## config.mk

```make
export PLATFORM = sky130hd
export DESIGN_NAME = cgpc_check
export DESIGN_NICKNAME = d
export VERILOG_FILES = /design/src/core/cgpc_check.v /design/src/core/cgpc_cmp.v
export VERILOG_INCLUDE_DIRS = /design/src /design/src/core
export SDC_FILE = /design/constraint.sdc
export NUM_CORES = 1
export LEC_CHECK = 0
export ABC_AREA = 1
export BUFFER_PORTS_ARGS = -buffer_cell sky130_fd_sc_hd__buf_4
export CAP_MARGIN = 5
export CORE_ASPECT_RATIO = 0.7
export CORE_UTILIZATION = 35
export CTS_CLUSTER_SIZE = 28
export DETAILED_ROUTE_END_ITERATION = 10
export PLACE_DENSITY = 0.61
export SLEW_MARGIN = 25
export SYNTH_ARGS = -nofsm -noshare
export SYNTH_HDL_FRONTEND = slang
export SYNTH_SLANG_ARGS = --single-unit
export TNS_END_PERCENT = 30
```

## constraint.sdc

```tcl
create_clock -name ref_clk -period 17 [get_ports ref_clk]
set_clock_uncertainty 0.15 [all_clocks]
set_input_delay 1.7 -clock ref_clk [delete_from_list [all_inputs] [get_ports ref_clk]]
set_output_delay 1.7 -clock ref_clk [all_outputs]
set_load 0.01 [all_outputs]
```

## src/core/cgpc_map.vh

```
/*
 * register map, descriptor field positions and encodings for the
 * call-gate privilege checker. assumes byte addresses on a 32-bit apb.
 */
`ifndef CGPC_MAP_VH
`define CGPC_MAP_VH

// register byte addresses
`define CGPC_ADDR_CTRL      8'h00
`define CGPC_ADDR_GATE_SEL  8'h04
`define CGPC_ADDR_PTR_OFS   8'h08
`define CGPC_ADDR_GATE_LO   8'h0c
`define CGPC_ADDR_GATE_HI   8'h10
`define CGPC_ADDR_CODE_LO   8'h14
`define CGPC_ADDR_CODE_HI   8'h18
`define CGPC_ADDR_STATUS    8'h1c
`define CGPC_ADDR_ENTRY     8'h20
`define CGPC_ADDR_TGT_SEL   8'h24

// control register fields
`define CGPC_CTRL_START     0
`define CGPC_CTRL_CALL      1
`define CGPC_CTRL_CPL_LO    2
`define CGPC_CTRL_CPL_HI    3
`define CGPC_CTRL_TBL_LO    4
`define CGPC_CTRL_TBL_HI    5

// table that held the gate
`define CGPC_TBL_GLOBAL     2'h0
`define CGPC_TBL_LOCAL      2'h1
`define CGPC_TBL_INTR       2'h2

// status register fields
`define CGPC_ST_BUSY        0
`define CGPC_ST_DONE        1
`define CGPC_ST_GPF         2
`define CGPC_ST_NPF         3
`define CGPC_ST_SWITCH      4
`define CGPC_ST_PUSH32      5
`define CGPC_ST_CPL_LO      6
`define CGPC_ST_CPL_HI      7
`define CGPC_ST_PCNT_LO     8
`define CGPC_ST_PCNT_HI     12

// selector fields
`define CGPC_SEL_RPL_LO     0
`define CGPC_SEL_RPL_HI     1
`define CGPC_SEL_HI         15

// gate descriptor fields, low word
`define CGPC_GLO_OFS_HI     15
`define CGPC_GLO_SEL_LO     16
`define CGPC_GLO_SEL_HI     31
// gate descriptor fields, high word
`define CGPC_GHI_PCNT_LO    0
`define CGPC_GHI_PCNT_HI    4
`define CGPC_GHI_TYPE_LO    8
`define CGPC_GHI_TYPE_HI    10
`define CGPC_GHI_SIZE       11
`define CGPC_GHI_SYS        12
`define CGPC_GHI_DPL_LO     13
`define CGPC_GHI_DPL_HI     14
`define CGPC_GHI_PRESENT    15
`define CGPC_GHI_OFS_LO     16
`define CGPC_GHI_OFS_HI     31
`define CGPC_GATE_TYPE      3'h4

// code descriptor fields
`define CGPC_CLO_BASE_LO    16
`define CGPC_CLO_BASE_HI    31
`define CGPC_CHI_BASE_MID_HI 7
`define CGPC_CHI_CONFORM    10
`define CGPC_CHI_CODE       11
`define CGPC_CHI_SEG        12
`define CGPC_CHI_DPL_LO     13
`define CGPC_CHI_DPL_HI     14
`define CGPC_CHI_BASE_TOP_LO 24
`define CGPC_CHI_BASE_TOP_HI 31

`endif

```

## src/core/cgpc_check.v

```verilog
/*
 * call-gate privilege checker with an apb register file.
 * software loads the gate selector, gate and code descriptors, then starts
 * a check; the result, entry address and new privilege level follow.
 * assumes an apb master on ref_clk; no other clock.
 */
// Behaviour
// RULE_01 - gates from global or local tables only
// RULE_02 - gate size sets stack push width
// RULE_03 - target selector and entry come from gate
// RULE_04 - parameter count unit follows gate size
// RULE_05 - clear present flag raises not-present fault
// RULE_06 - pointer offset is stored but never checked
// RULE_07 - entry address is code base plus offset
// RULE_08 - current level must not exceed gate level
// RULE_09 - requester level must not exceed gate level
// RULE_10 - destination checked only after gate checks
// RULE_11 - call to nonconforming allows equal or higher privilege
// RULE_12 - jump to nonconforming needs equal level
// RULE_13 - conforming target allows equal or higher privilege
// RULE_14 - privileged nonconforming call lowers level, switches stack
// RULE_15 - conforming target keeps level, no switch
// RULE_16 - levels 0 to 3, lower is more privileged
// RULE_17 - failed comparison raises general-protection fault
// RULE_18 - at most 31 parameters copied
// RULE_19 - unsigned compares, fault before state update
`timescale 1ns/1ps
`include "cgpc_map.vh"
module cgpc_check #(
  parameter ADDR_W = 8
) (
  // clock and reset
  input  wire              ref_clk,
  input  wire              reset,
  // apb slave
  input  wire              psel,
  input  wire              penable,
  input  wire              pwrite,
  input  wire [ADDR_W-1:0] paddr,
  input  wire [31:0]       pwdata,
  input  wire [3:0]        pstrb,
  output reg  [31:0]       prdata,
  output reg               pready,
  output reg               pslverr,
  // check results
  output reg  [1:0]        current_privilege_level,
  output reg               xfer_done,
  output reg               general_protection_fault,
  output reg               not_present_fault,
  output reg               stack_switch_req,
  output reg               push_32bit,
  output reg  [4:0]        param_count,
  output reg  [31:0]       entry_addr,
  output reg  [15:0]       target_sel
);

  // one-hot states
  localparam [3:0] S_IDLE = 4'h1;
  localparam [3:0] S_GATE = 4'h2;
  localparam [3:0] S_DEST = 4'h4;
  localparam [3:0] S_FIN  = 4'h8;

  // software-loaded operands
  reg [31:0] gate_sel_q;
  reg [31:0] ptr_ofs_q;
  reg [31:0] gate_lo_q;
  reg [31:0] gate_hi_q;
  reg [31:0] code_lo_q;
  reg [31:0] code_hi_q;
  reg        is_call_q;
  reg [1:0]  tbl_q;
  // sequencing and verdict
  reg [3:0]  state_q;
  reg [3:0]  state_d;
  reg        gpf_q;
  reg        npf_q;
  reg        switch_q;
  reg        done_q;
  reg [1:0]  new_pl_q;

  // apply byte strobes to a stored word
  function [31:0] strobe_merge;
    input [31:0] old_v;
    input [31:0] new_v;
    input [3:0]  strb;
    integer i;
    begin
      strobe_merge = old_v;
      for (i = 0; i < 4; i = i + 1) begin
        if (strb[i]) begin
          strobe_merge[i*8 +: 8] = new_v[i*8 +: 8];
        end
      end
    end
  endfunction

  // descriptor field decode
  // the high offset half counts only for a 32-bit gate
  wire [1:0]  requester_privilege_level       = gate_sel_q[`CGPC_SEL_RPL_HI:`CGPC_SEL_RPL_LO];
  wire [1:0]  gate_dpl  = gate_hi_q[`CGPC_GHI_DPL_HI:`CGPC_GHI_DPL_LO];
  wire        gate_pres = gate_hi_q[`CGPC_GHI_PRESENT];
  wire        gate_32   = gate_hi_q[`CGPC_GHI_SIZE];
  wire        gate_type = !gate_hi_q[`CGPC_GHI_SYS] &&
                          (gate_hi_q[`CGPC_GHI_TYPE_HI:`CGPC_GHI_TYPE_LO] == `CGPC_GATE_TYPE);
  wire [4:0]  gate_pcnt = gate_hi_q[`CGPC_GHI_PCNT_HI:`CGPC_GHI_PCNT_LO];   // RULE_18
  wire [15:0] gate_tsel = gate_lo_q[`CGPC_GLO_SEL_HI:`CGPC_GLO_SEL_LO];     // RULE_03
  wire [15:0] ofs_top   = gate_32 ? gate_hi_q[`CGPC_GHI_OFS_HI:`CGPC_GHI_OFS_LO] : 16'h0000;
  wire [31:0] gate_ofs  = {ofs_top, gate_lo_q[`CGPC_GLO_OFS_HI:0]};         // RULE_03
  wire [1:0]  dest_dpl  = code_hi_q[`CGPC_CHI_DPL_HI:`CGPC_CHI_DPL_LO];
  wire        dest_conf = code_hi_q[`CGPC_CHI_CONFORM];
  wire        dest_code = code_hi_q[`CGPC_CHI_SEG] && code_hi_q[`CGPC_CHI_CODE];
  wire [31:0] code_base = {code_hi_q[`CGPC_CHI_BASE_TOP_HI:`CGPC_CHI_BASE_TOP_LO],
                           code_hi_q[`CGPC_CHI_BASE_MID_HI:0],
                           code_lo_q[`CGPC_CLO_BASE_HI:`CGPC_CLO_BASE_LO]};
  wire [31:0] entry_sum = code_base + gate_ofs;                             // RULE_07
  wire        tbl_ok    = (tbl_q == `CGPC_TBL_GLOBAL) || (tbl_q == `CGPC_TBL_LOCAL); // RULE_01

  // apb phase decode
  wire setup_ph  = psel && !penable;
  wire access_ph = psel && penable && pready;
  wire wr_acc    = access_ph && pwrite;
  wire busy      = !state_q[0];
  wire ctrl_wr   = wr_acc && !busy && (paddr == `CGPC_ADDR_CTRL) && pstrb[0];
  wire start     = ctrl_wr && pwdata[`CGPC_CTRL_START];

  // stage decode, shared by the verdict and result processes
  wire in_gate   = (state_q == S_GATE);
  wire in_dest   = (state_q == S_DEST);
  wire in_fin    = (state_q == S_FIN);

  // privilege comparisons
  wire gate_ok;
  wire dest_ok;
  wire lowers;
  cgpc_cmp u_cmp (
    .cur_pl     (current_privilege_level),
    .req_pl     (requester_privilege_level),
    .gate_dpl   (gate_dpl),
    .dest_dpl   (dest_dpl),
    .is_call    (is_call_q),
    .conforming (dest_conf),
    .gate_ok    (gate_ok),
    .dest_ok    (dest_ok),
    .lowers     (lowers)
  );

  // stage faults; presence is judged only once the gate checks pass
  wire gate_fail = !tbl_ok || !gate_type || !gate_ok;                // RULE_08 RULE_09
  wire dest_fail = !dest_code || !dest_ok;                           // RULE_17

  // next-state logic
  always @* begin
    state_d = state_q;
    case (state_q)
      S_IDLE: begin
        if (start) begin
          state_d = S_GATE;
        end
      end
      S_GATE: begin
        if (gate_fail || !gate_pres) begin
          state_d = S_FIN;
        end else begin
          state_d = S_DEST;                                          // RULE_10
        end
      end
      S_DEST: begin
        state_d = S_FIN;
      end
      S_FIN: begin
        state_d = S_IDLE;
      end
      default: state_d = S_IDLE;
    endcase
  end

  // state register
  always @(posedge ref_clk or posedge reset) begin
    if (reset) begin
      state_q <= S_IDLE;
    end else begin
      state_q <= state_d;
    end
  end

  // verdict: faults decided before any level change
  // flags stand until the next start clears them
  always @(posedge ref_clk or posedge reset) begin
    if (reset) begin
      gpf_q    <= 1'b0;
      npf_q    <= 1'b0;
      switch_q <= 1'b0;
      done_q   <= 1'b0;
      new_pl_q <= 2'h0;
    end else begin
      if (start) begin
        gpf_q    <= 1'b0;
        npf_q    <= 1'b0;
        switch_q <= 1'b0;
        done_q   <= 1'b0;
      end
      if (in_gate) begin
        if (gate_fail) begin
          gpf_q <= 1'b1;                                             // RULE_01 RULE_17
        end else if (!gate_pres) begin
          npf_q <= 1'b1;                                             // RULE_05
        end
        new_pl_q <= current_privilege_level;
      end
      if (in_dest) begin
        if (dest_fail) begin
          gpf_q <= 1'b1;                                             // RULE_17
        end else if (lowers) begin
          switch_q <= 1'b1;                                          // RULE_14
          new_pl_q <= dest_dpl;
        end
      end
      if (in_fin) begin
        done_q <= 1'b1;
      end
    end
  end

  // result outputs and architectural level
  // a faulting check leaves level and results as they were
  always @(posedge ref_clk or posedge reset) begin
    if (reset) begin
      current_privilege_level  <= 2'h0;
      xfer_done                <= 1'b0;
      general_protection_fault <= 1'b0;
      not_present_fault        <= 1'b0;
      stack_switch_req         <= 1'b0;
      push_32bit               <= 1'b0;
      param_count              <= 5'h00;
      entry_addr               <= 32'h0000_0000;
      target_sel               <= 16'h0000;
    end else begin
      xfer_done                <= 1'b0;
      general_protection_fault <= 1'b0;
      not_present_fault        <= 1'b0;
      stack_switch_req         <= 1'b0;
      if (ctrl_wr) begin
        current_privilege_level <= pwdata[`CGPC_CTRL_CPL_HI:`CGPC_CTRL_CPL_LO];
      end
      if (in_fin) begin
        xfer_done                <= 1'b1;
        general_protection_fault <= gpf_q;
        not_present_fault        <= npf_q;
        if (!gpf_q && !npf_q) begin
          current_privilege_level <= new_pl_q;                       // RULE_14 RULE_15 RULE_19
          stack_switch_req        <= switch_q;
          push_32bit              <= gate_32;                        // RULE_02
          param_count             <= switch_q ? gate_pcnt : 5'h00;   // RULE_04
          entry_addr              <= entry_sum;                      // RULE_07
          target_sel              <= gate_tsel;                      // RULE_03
        end
      end
    end
  end

  // writable registers, locked while a check runs
  // dropping writes while busy keeps operands fixed mid-check
  always @(posedge ref_clk or posedge reset) begin
    if (reset) begin
      gate_sel_q <= 32'h0000_0000;
      ptr_ofs_q  <= 32'h0000_0000;
      gate_lo_q  <= 32'h0000_0000;
      gate_hi_q  <= 32'h0000_0000;
      code_lo_q  <= 32'h0000_0000;
      code_hi_q  <= 32'h0000_0000;
      is_call_q  <= 1'b0;
      tbl_q      <= 2'h0;
    end else if (wr_acc && !busy) begin
      case (paddr)
        `CGPC_ADDR_CTRL: begin
          if (pstrb[0]) begin
            is_call_q <= pwdata[`CGPC_CTRL_CALL];
            tbl_q     <= pwdata[`CGPC_CTRL_TBL_HI:`CGPC_CTRL_TBL_LO];
          end
        end
        `CGPC_ADDR_GATE_SEL: gate_sel_q <= strobe_merge(gate_sel_q, pwdata, pstrb);
        `CGPC_ADDR_PTR_OFS:  ptr_ofs_q  <= strobe_merge(ptr_ofs_q, pwdata, pstrb); // RULE_06
        `CGPC_ADDR_GATE_LO:  gate_lo_q  <= strobe_merge(gate_lo_q, pwdata, pstrb);
        `CGPC_ADDR_GATE_HI:  gate_hi_q  <= strobe_merge(gate_hi_q, pwdata, pstrb);
        `CGPC_ADDR_CODE_LO:  code_lo_q  <= strobe_merge(code_lo_q, pwdata, pstrb);
        `CGPC_ADDR_CODE_HI:  code_hi_q  <= strobe_merge(code_hi_q, pwdata, pstrb);
        default: begin
          gate_sel_q <= gate_sel_q;
        end
      endcase
    end
  end

  // status word as read by software
  wire [31:0] status_w;
  assign status_w[`CGPC_ST_BUSY]                     = busy;
  assign status_w[`CGPC_ST_DONE]                     = done_q;
  assign status_w[`CGPC_ST_GPF]                      = gpf_q;
  assign status_w[`CGPC_ST_NPF]                      = npf_q;
  assign status_w[`CGPC_ST_SWITCH]                   = switch_q && done_q;
  assign status_w[`CGPC_ST_PUSH32]                   = push_32bit;
  assign status_w[`CGPC_ST_CPL_HI:`CGPC_ST_CPL_LO]   = current_privilege_level;
  assign status_w[`CGPC_ST_PCNT_HI:`CGPC_ST_PCNT_LO] = param_count;
  assign status_w[31:`CGPC_ST_PCNT_HI+1]             = 19'h00000;

  // read mux and unmapped detection
  reg [31:0] rd_d;
  reg        err_d;
  always @* begin
    rd_d  = 32'h0000_0000;
    err_d = 1'b0;
    case (paddr)
      `CGPC_ADDR_CTRL:     rd_d = {26'h0000000, tbl_q, current_privilege_level, is_call_q, 1'b0};
      `CGPC_ADDR_GATE_SEL: rd_d = gate_sel_q;
      `CGPC_ADDR_PTR_OFS:  rd_d = ptr_ofs_q;
      `CGPC_ADDR_GATE_LO:  rd_d = gate_lo_q;
      `CGPC_ADDR_GATE_HI:  rd_d = gate_hi_q;
      `CGPC_ADDR_CODE_LO:  rd_d = code_lo_q;
      `CGPC_ADDR_CODE_HI:  rd_d = code_hi_q;
      `CGPC_ADDR_STATUS:   rd_d = status_w;
      `CGPC_ADDR_ENTRY:    rd_d = entry_addr;
      `CGPC_ADDR_TGT_SEL:  rd_d = {16'h0000, target_sel};
      default:             err_d = 1'b1;
    endcase
  end

  // apb answer: ready in the first access cycle
  // writes read back zero; unmapped offsets answer with an error
  always @(posedge ref_clk or posedge reset) begin
    if (reset) begin
      prdata  <= 32'h0000_0000;
      pready  <= 1'b0;
      pslverr <= 1'b0;
    end else if (setup_ph) begin
      prdata  <= pwrite ? 32'h0000_0000 : rd_d;
      pready  <= 1'b1;
      pslverr <= err_d;
    end else begin
      pready  <= 1'b0;
      pslverr <= 1'b0;
    end
  end

endmodule // cgpc_check

```

## src/core/cgpc_cmp.v

```verilog
/*
 * privilege comparator for a transfer through a call gate.
 * purely combinational; inputs come from registers of the same clock.
 */
`timescale 1ns/1ps
module cgpc_cmp (
  // privilege levels
  input  wire [1:0] cur_pl,
  input  wire [1:0] req_pl,
  input  wire [1:0] gate_dpl,
  input  wire [1:0] dest_dpl,
  // transfer kind and target kind
  input  wire       is_call,
  input  wire       conforming,
  // verdicts
  output wire       gate_ok,
  output wire       dest_ok,
  output wire       lowers
);

  // unsigned 2-bit less-or-equal
  function le2;
    input [1:0] a;
    input [1:0] b;
    begin
      le2 = (a <= b);
    end
  endfunction

  // caller and selector against the gate level
  assign gate_ok = le2(cur_pl, gate_dpl) && le2(req_pl, gate_dpl); // RULE_08 RULE_09 RULE_16 RULE_19

  // destination level against the caller level
  assign dest_ok = conforming ? le2(dest_dpl, cur_pl) :              // RULE_13
                   is_call    ? le2(dest_dpl, cur_pl) :              // RULE_11
                                (dest_dpl == cur_pl);                // RULE_12

  // only a call into more privileged nonconforming code drops the level
  assign lowers = is_call && !conforming && (dest_dpl < cur_pl);     // RULE_14 RULE_15

endmodule // cgpc_cmp

```

==> reports/summary.txt <==
Outcome -> complete, no violations
Setup CP Type -> input pin to register
Overflow after GRT -> 0
CP arrival -> 3910 ps
Period utilisation layout -> 20.74%
Share of power burned in registers -> 47.5%
CTS tree -> built
Post-Syn Nets -> 2,262
Final Wtd Congestion -> 0.9786
Starting Density -> 35.60%
Ports -> 143
Row count -> 64
Clock transition at path regs -> 60 ps
Antenna violations before repair -> 1
Via count -> 14.70k
Die area -> 45,490 um^2
Vias per cell -> 5.041
Worst slew pin tran -> 983.4 ps
Largest vdd supply drop -> 0.00006021 V
Die height -> 178.8 um
Maxcap violations -> 0
Critical Path RT -> 17,390 ps
ANT nets after route -> 0
Max H-tree Level -> 1
Port bufs -> 142
Post-Synthesis Cells -> 2,175
1st-iter DRT viols -> 1,782
Power Total -> 1.502 mW
Clock Path Buffers -> 3
Yosys reg bits -> 299
Slew margin rel. -> 34.44%
Routed wire per std cell -> 19.52 um
Synthesized area per cell -> 7.182 um^2
Crit end category -> register
Largest net degree at the start of global routing -> 171
Fin crit period -> 3525 ps
Most frequent cells in the layout -> nand2_1 (939), dfrtp_1 (298), inv_1 (250), o21ai_0 (234), buf_4 (150)
Final Cell Area -> 18,370 um^2
Post-CTS sizing -> 0
Fmax -> 283.7 MHz
Seq/Total Area, Yosys -> 47.91%
Netlist cell types -> 35
Leakage -> 9.838 nW
Worst-Skew Late Latency -> 610 ps
Layout Nets -> 2,385
Startpoint Class -> input pin
Slowest cell on the critical path -> nor2_4
DRT Pass-1 Iters -> 5
Setup TNS -> 0 ps
Fin. Hold Viols -> 0
DP Area -> 17,240 um^2
Worst hold path class -> register to register
Comb pwr share -> 3.0%
Pwr dens -> 81.79 nW/um^2
Dominant delay contributor by cell family on the critical path -> simple AND/OR/NAND/NOR gates
Diode count -> 0
Power share of the clock group -> 49.5%
Warnings, synthesis -> 0
CP Cell Sequence -> buf_4, inv_1, nand2_1, nor2_2, nand2_1, nor2_4, nor3_1, a21oi_2, buf_4, nand2_1, nand2_1
Drt total wl -> 56.95 mm
Vias in the first global route -> 13.42k
Most common library cell in the layout ignoring fill and taps -> nand2_1
Post-CTS setup buffers -> 0
DRC -> 0
Final setup fails -> 0
Final HPWL DP -> 42.83 mm
Top cell by count, worst path -> nand2_1
Hold-fix buffers, CTS -> 0
Mapped Area -> 15,620 um^2
Fin. max-slew vios -> 0
RSZ-0062 raised after global routing -> no
Clk sinks -> 299
Internal power -> 1.147 mW
Switching Fraction -> 23.61%
Total Routing Usage GR -> 25.52%
Root buffer cell -> clkbuf_16
Area Growth Syn to Fin -> 17.56%
First-pass GRT wire length -> 86.31 mm
Maximum net fanout on the critical path -> 32
Switching pwr -> 0.3546 mW
Core box area -> 43,880 um^2
Chip width -> 254.5 um
Layout cells sized above 1 -> 10.29%
Total CTS buffers -> 31
CP peak stage delay -> 720 ps
Critical path buffer and inverter count -> 3
==> tightest hold or removal path, cell delays in order, from the launching register on <==
cell and delay (ps):
dfrtp_1 350, nand2_1 50, nand2_1 50
==> cells by family after synthesis <==
kind of cell | after synthesis | share of synthesized area (%)
AOI/OAI and AO/OA | 325 | 10.61
xor gates and xnor gates | 13 | 0.7289
adders and majority gates | 38 | 3.092
buffers and inverters | 321 | 8.042
DFF | 299 | 47.91
and+or+nand+nor | 1179 | 29.62
==> power by group through the flow <==
| stage | clock [mW] | combinational (mW) | sequential (mW) |
|---|---|---|---|
| floorplan | 0 | 0.0211 | 0.727 |
| global placement | 0 | 0.0449 | 0.727 |
| detailed placement | 0 | 0.0451 | 0.727 |
| CTS | 0.751 | 0.0452 | 0.714 |
| global route | 0.779 | 0.0502 | 0.713 |
| finish | 0.743 | 0.0452 | 0.714 |
==> path summary, 6_finish.rpt <==
path	start	endpoint	slack, ps	cells past startpoint
max	paddr[7]	prdata[17]$_DFFE_PP0P_	13470	11
min	prdata[3]$_DFFE_PP0P_	prdata[3]$_DFFE_PP0P_	330	2
max reg2reg	state_q[0]$_DFFE_PP1P_	entry_addr[20]$_DFFE_PP0P_	13980	8
min reg2reg	prdata[3]$_DFFE_PP0P_	prdata[3]$_DFFE_PP0P_	330	2
max in group asynchronous	reset	entry_addr[25]$_DFFE_PP0P_	14550	3
min in group asynchronous	reset	code_hi_q[9]$_DFFE_PP0P_	900	2
==> stage by stage <==
step / utilization (%) / worst slack, ps / instances / hold WS, ps
2_1_floorplan: - / 6891 / 2175 / 292.2
3_3_place_gp: 39.28 / 12970 / 2858 / 315.5
3_5_place_dp: 39.28 / 12900 / 2858 / 322.5
4_1_cts: 41.79 / 13530 / 2916 / 338.1
5_1_grt: 41.85 / 13340 / 2917 / 356.9
6_report: 41.85 / 13470 / 2917 / 332.3
==> cell type report <==
cell class                      instances  area, um^2
Fill cell                            4620       25520
Sequential cell                       299        7483
Multi-Input combinational cell       1555        6887
Timing Repair Buffer                  152        1174
Inverter                              259       979.7
Clock buffer                           34       807.0
Tap cell                              594       743.2
Clock inverter                         24       291.5
==> sequential cells by signal, indices dropped and copies added, names as in the netlist, 4 cells and up <==
register     flops
gate_lo_q       32
entry_addr      32
code_hi_q       32
state_q          4
gate_hi_q       32
ptr_ofs_q       32
code_lo_q       32
param_count      5
gate_sel_q      32
target_sel      16
prdata          32
==> Yosys cell counts, drive strengths merged <==
cell type	instances	share of area, %
a21o	2	0.096
a21oi	39	1.3
buf	28	1.0
clkbuf	34	0.82
dfrtp	298	48
dfstp	1	0.17
fa	1	0.13
ha	37	3.0
inv	259	6.2
nand2	943	23
nand3	66	2.1
nand3b	7	0.34
nand4	3	0.12
nor2	150	3.8
nor3	9	0.46
nor4	1	0.040
o21a	1	0.048
o21ai	274	8.8
o21bai	3	0.14
o221ai	1	0.056
o22ai	4	0.16
o32ai	1	0.056
xnor2	11	0.62
xor2	2	0.11
==> routing by layer <==
metal	vias up	track usage (%)	part of all wire, %
met5	-	0	0
met4	0	4.142	1.4
met3	53	4.718	7.8
met2	576	35.90	41
met1	7067	40.40	50
li1	7008	-	-
Power figures use the tool's default switching activity.
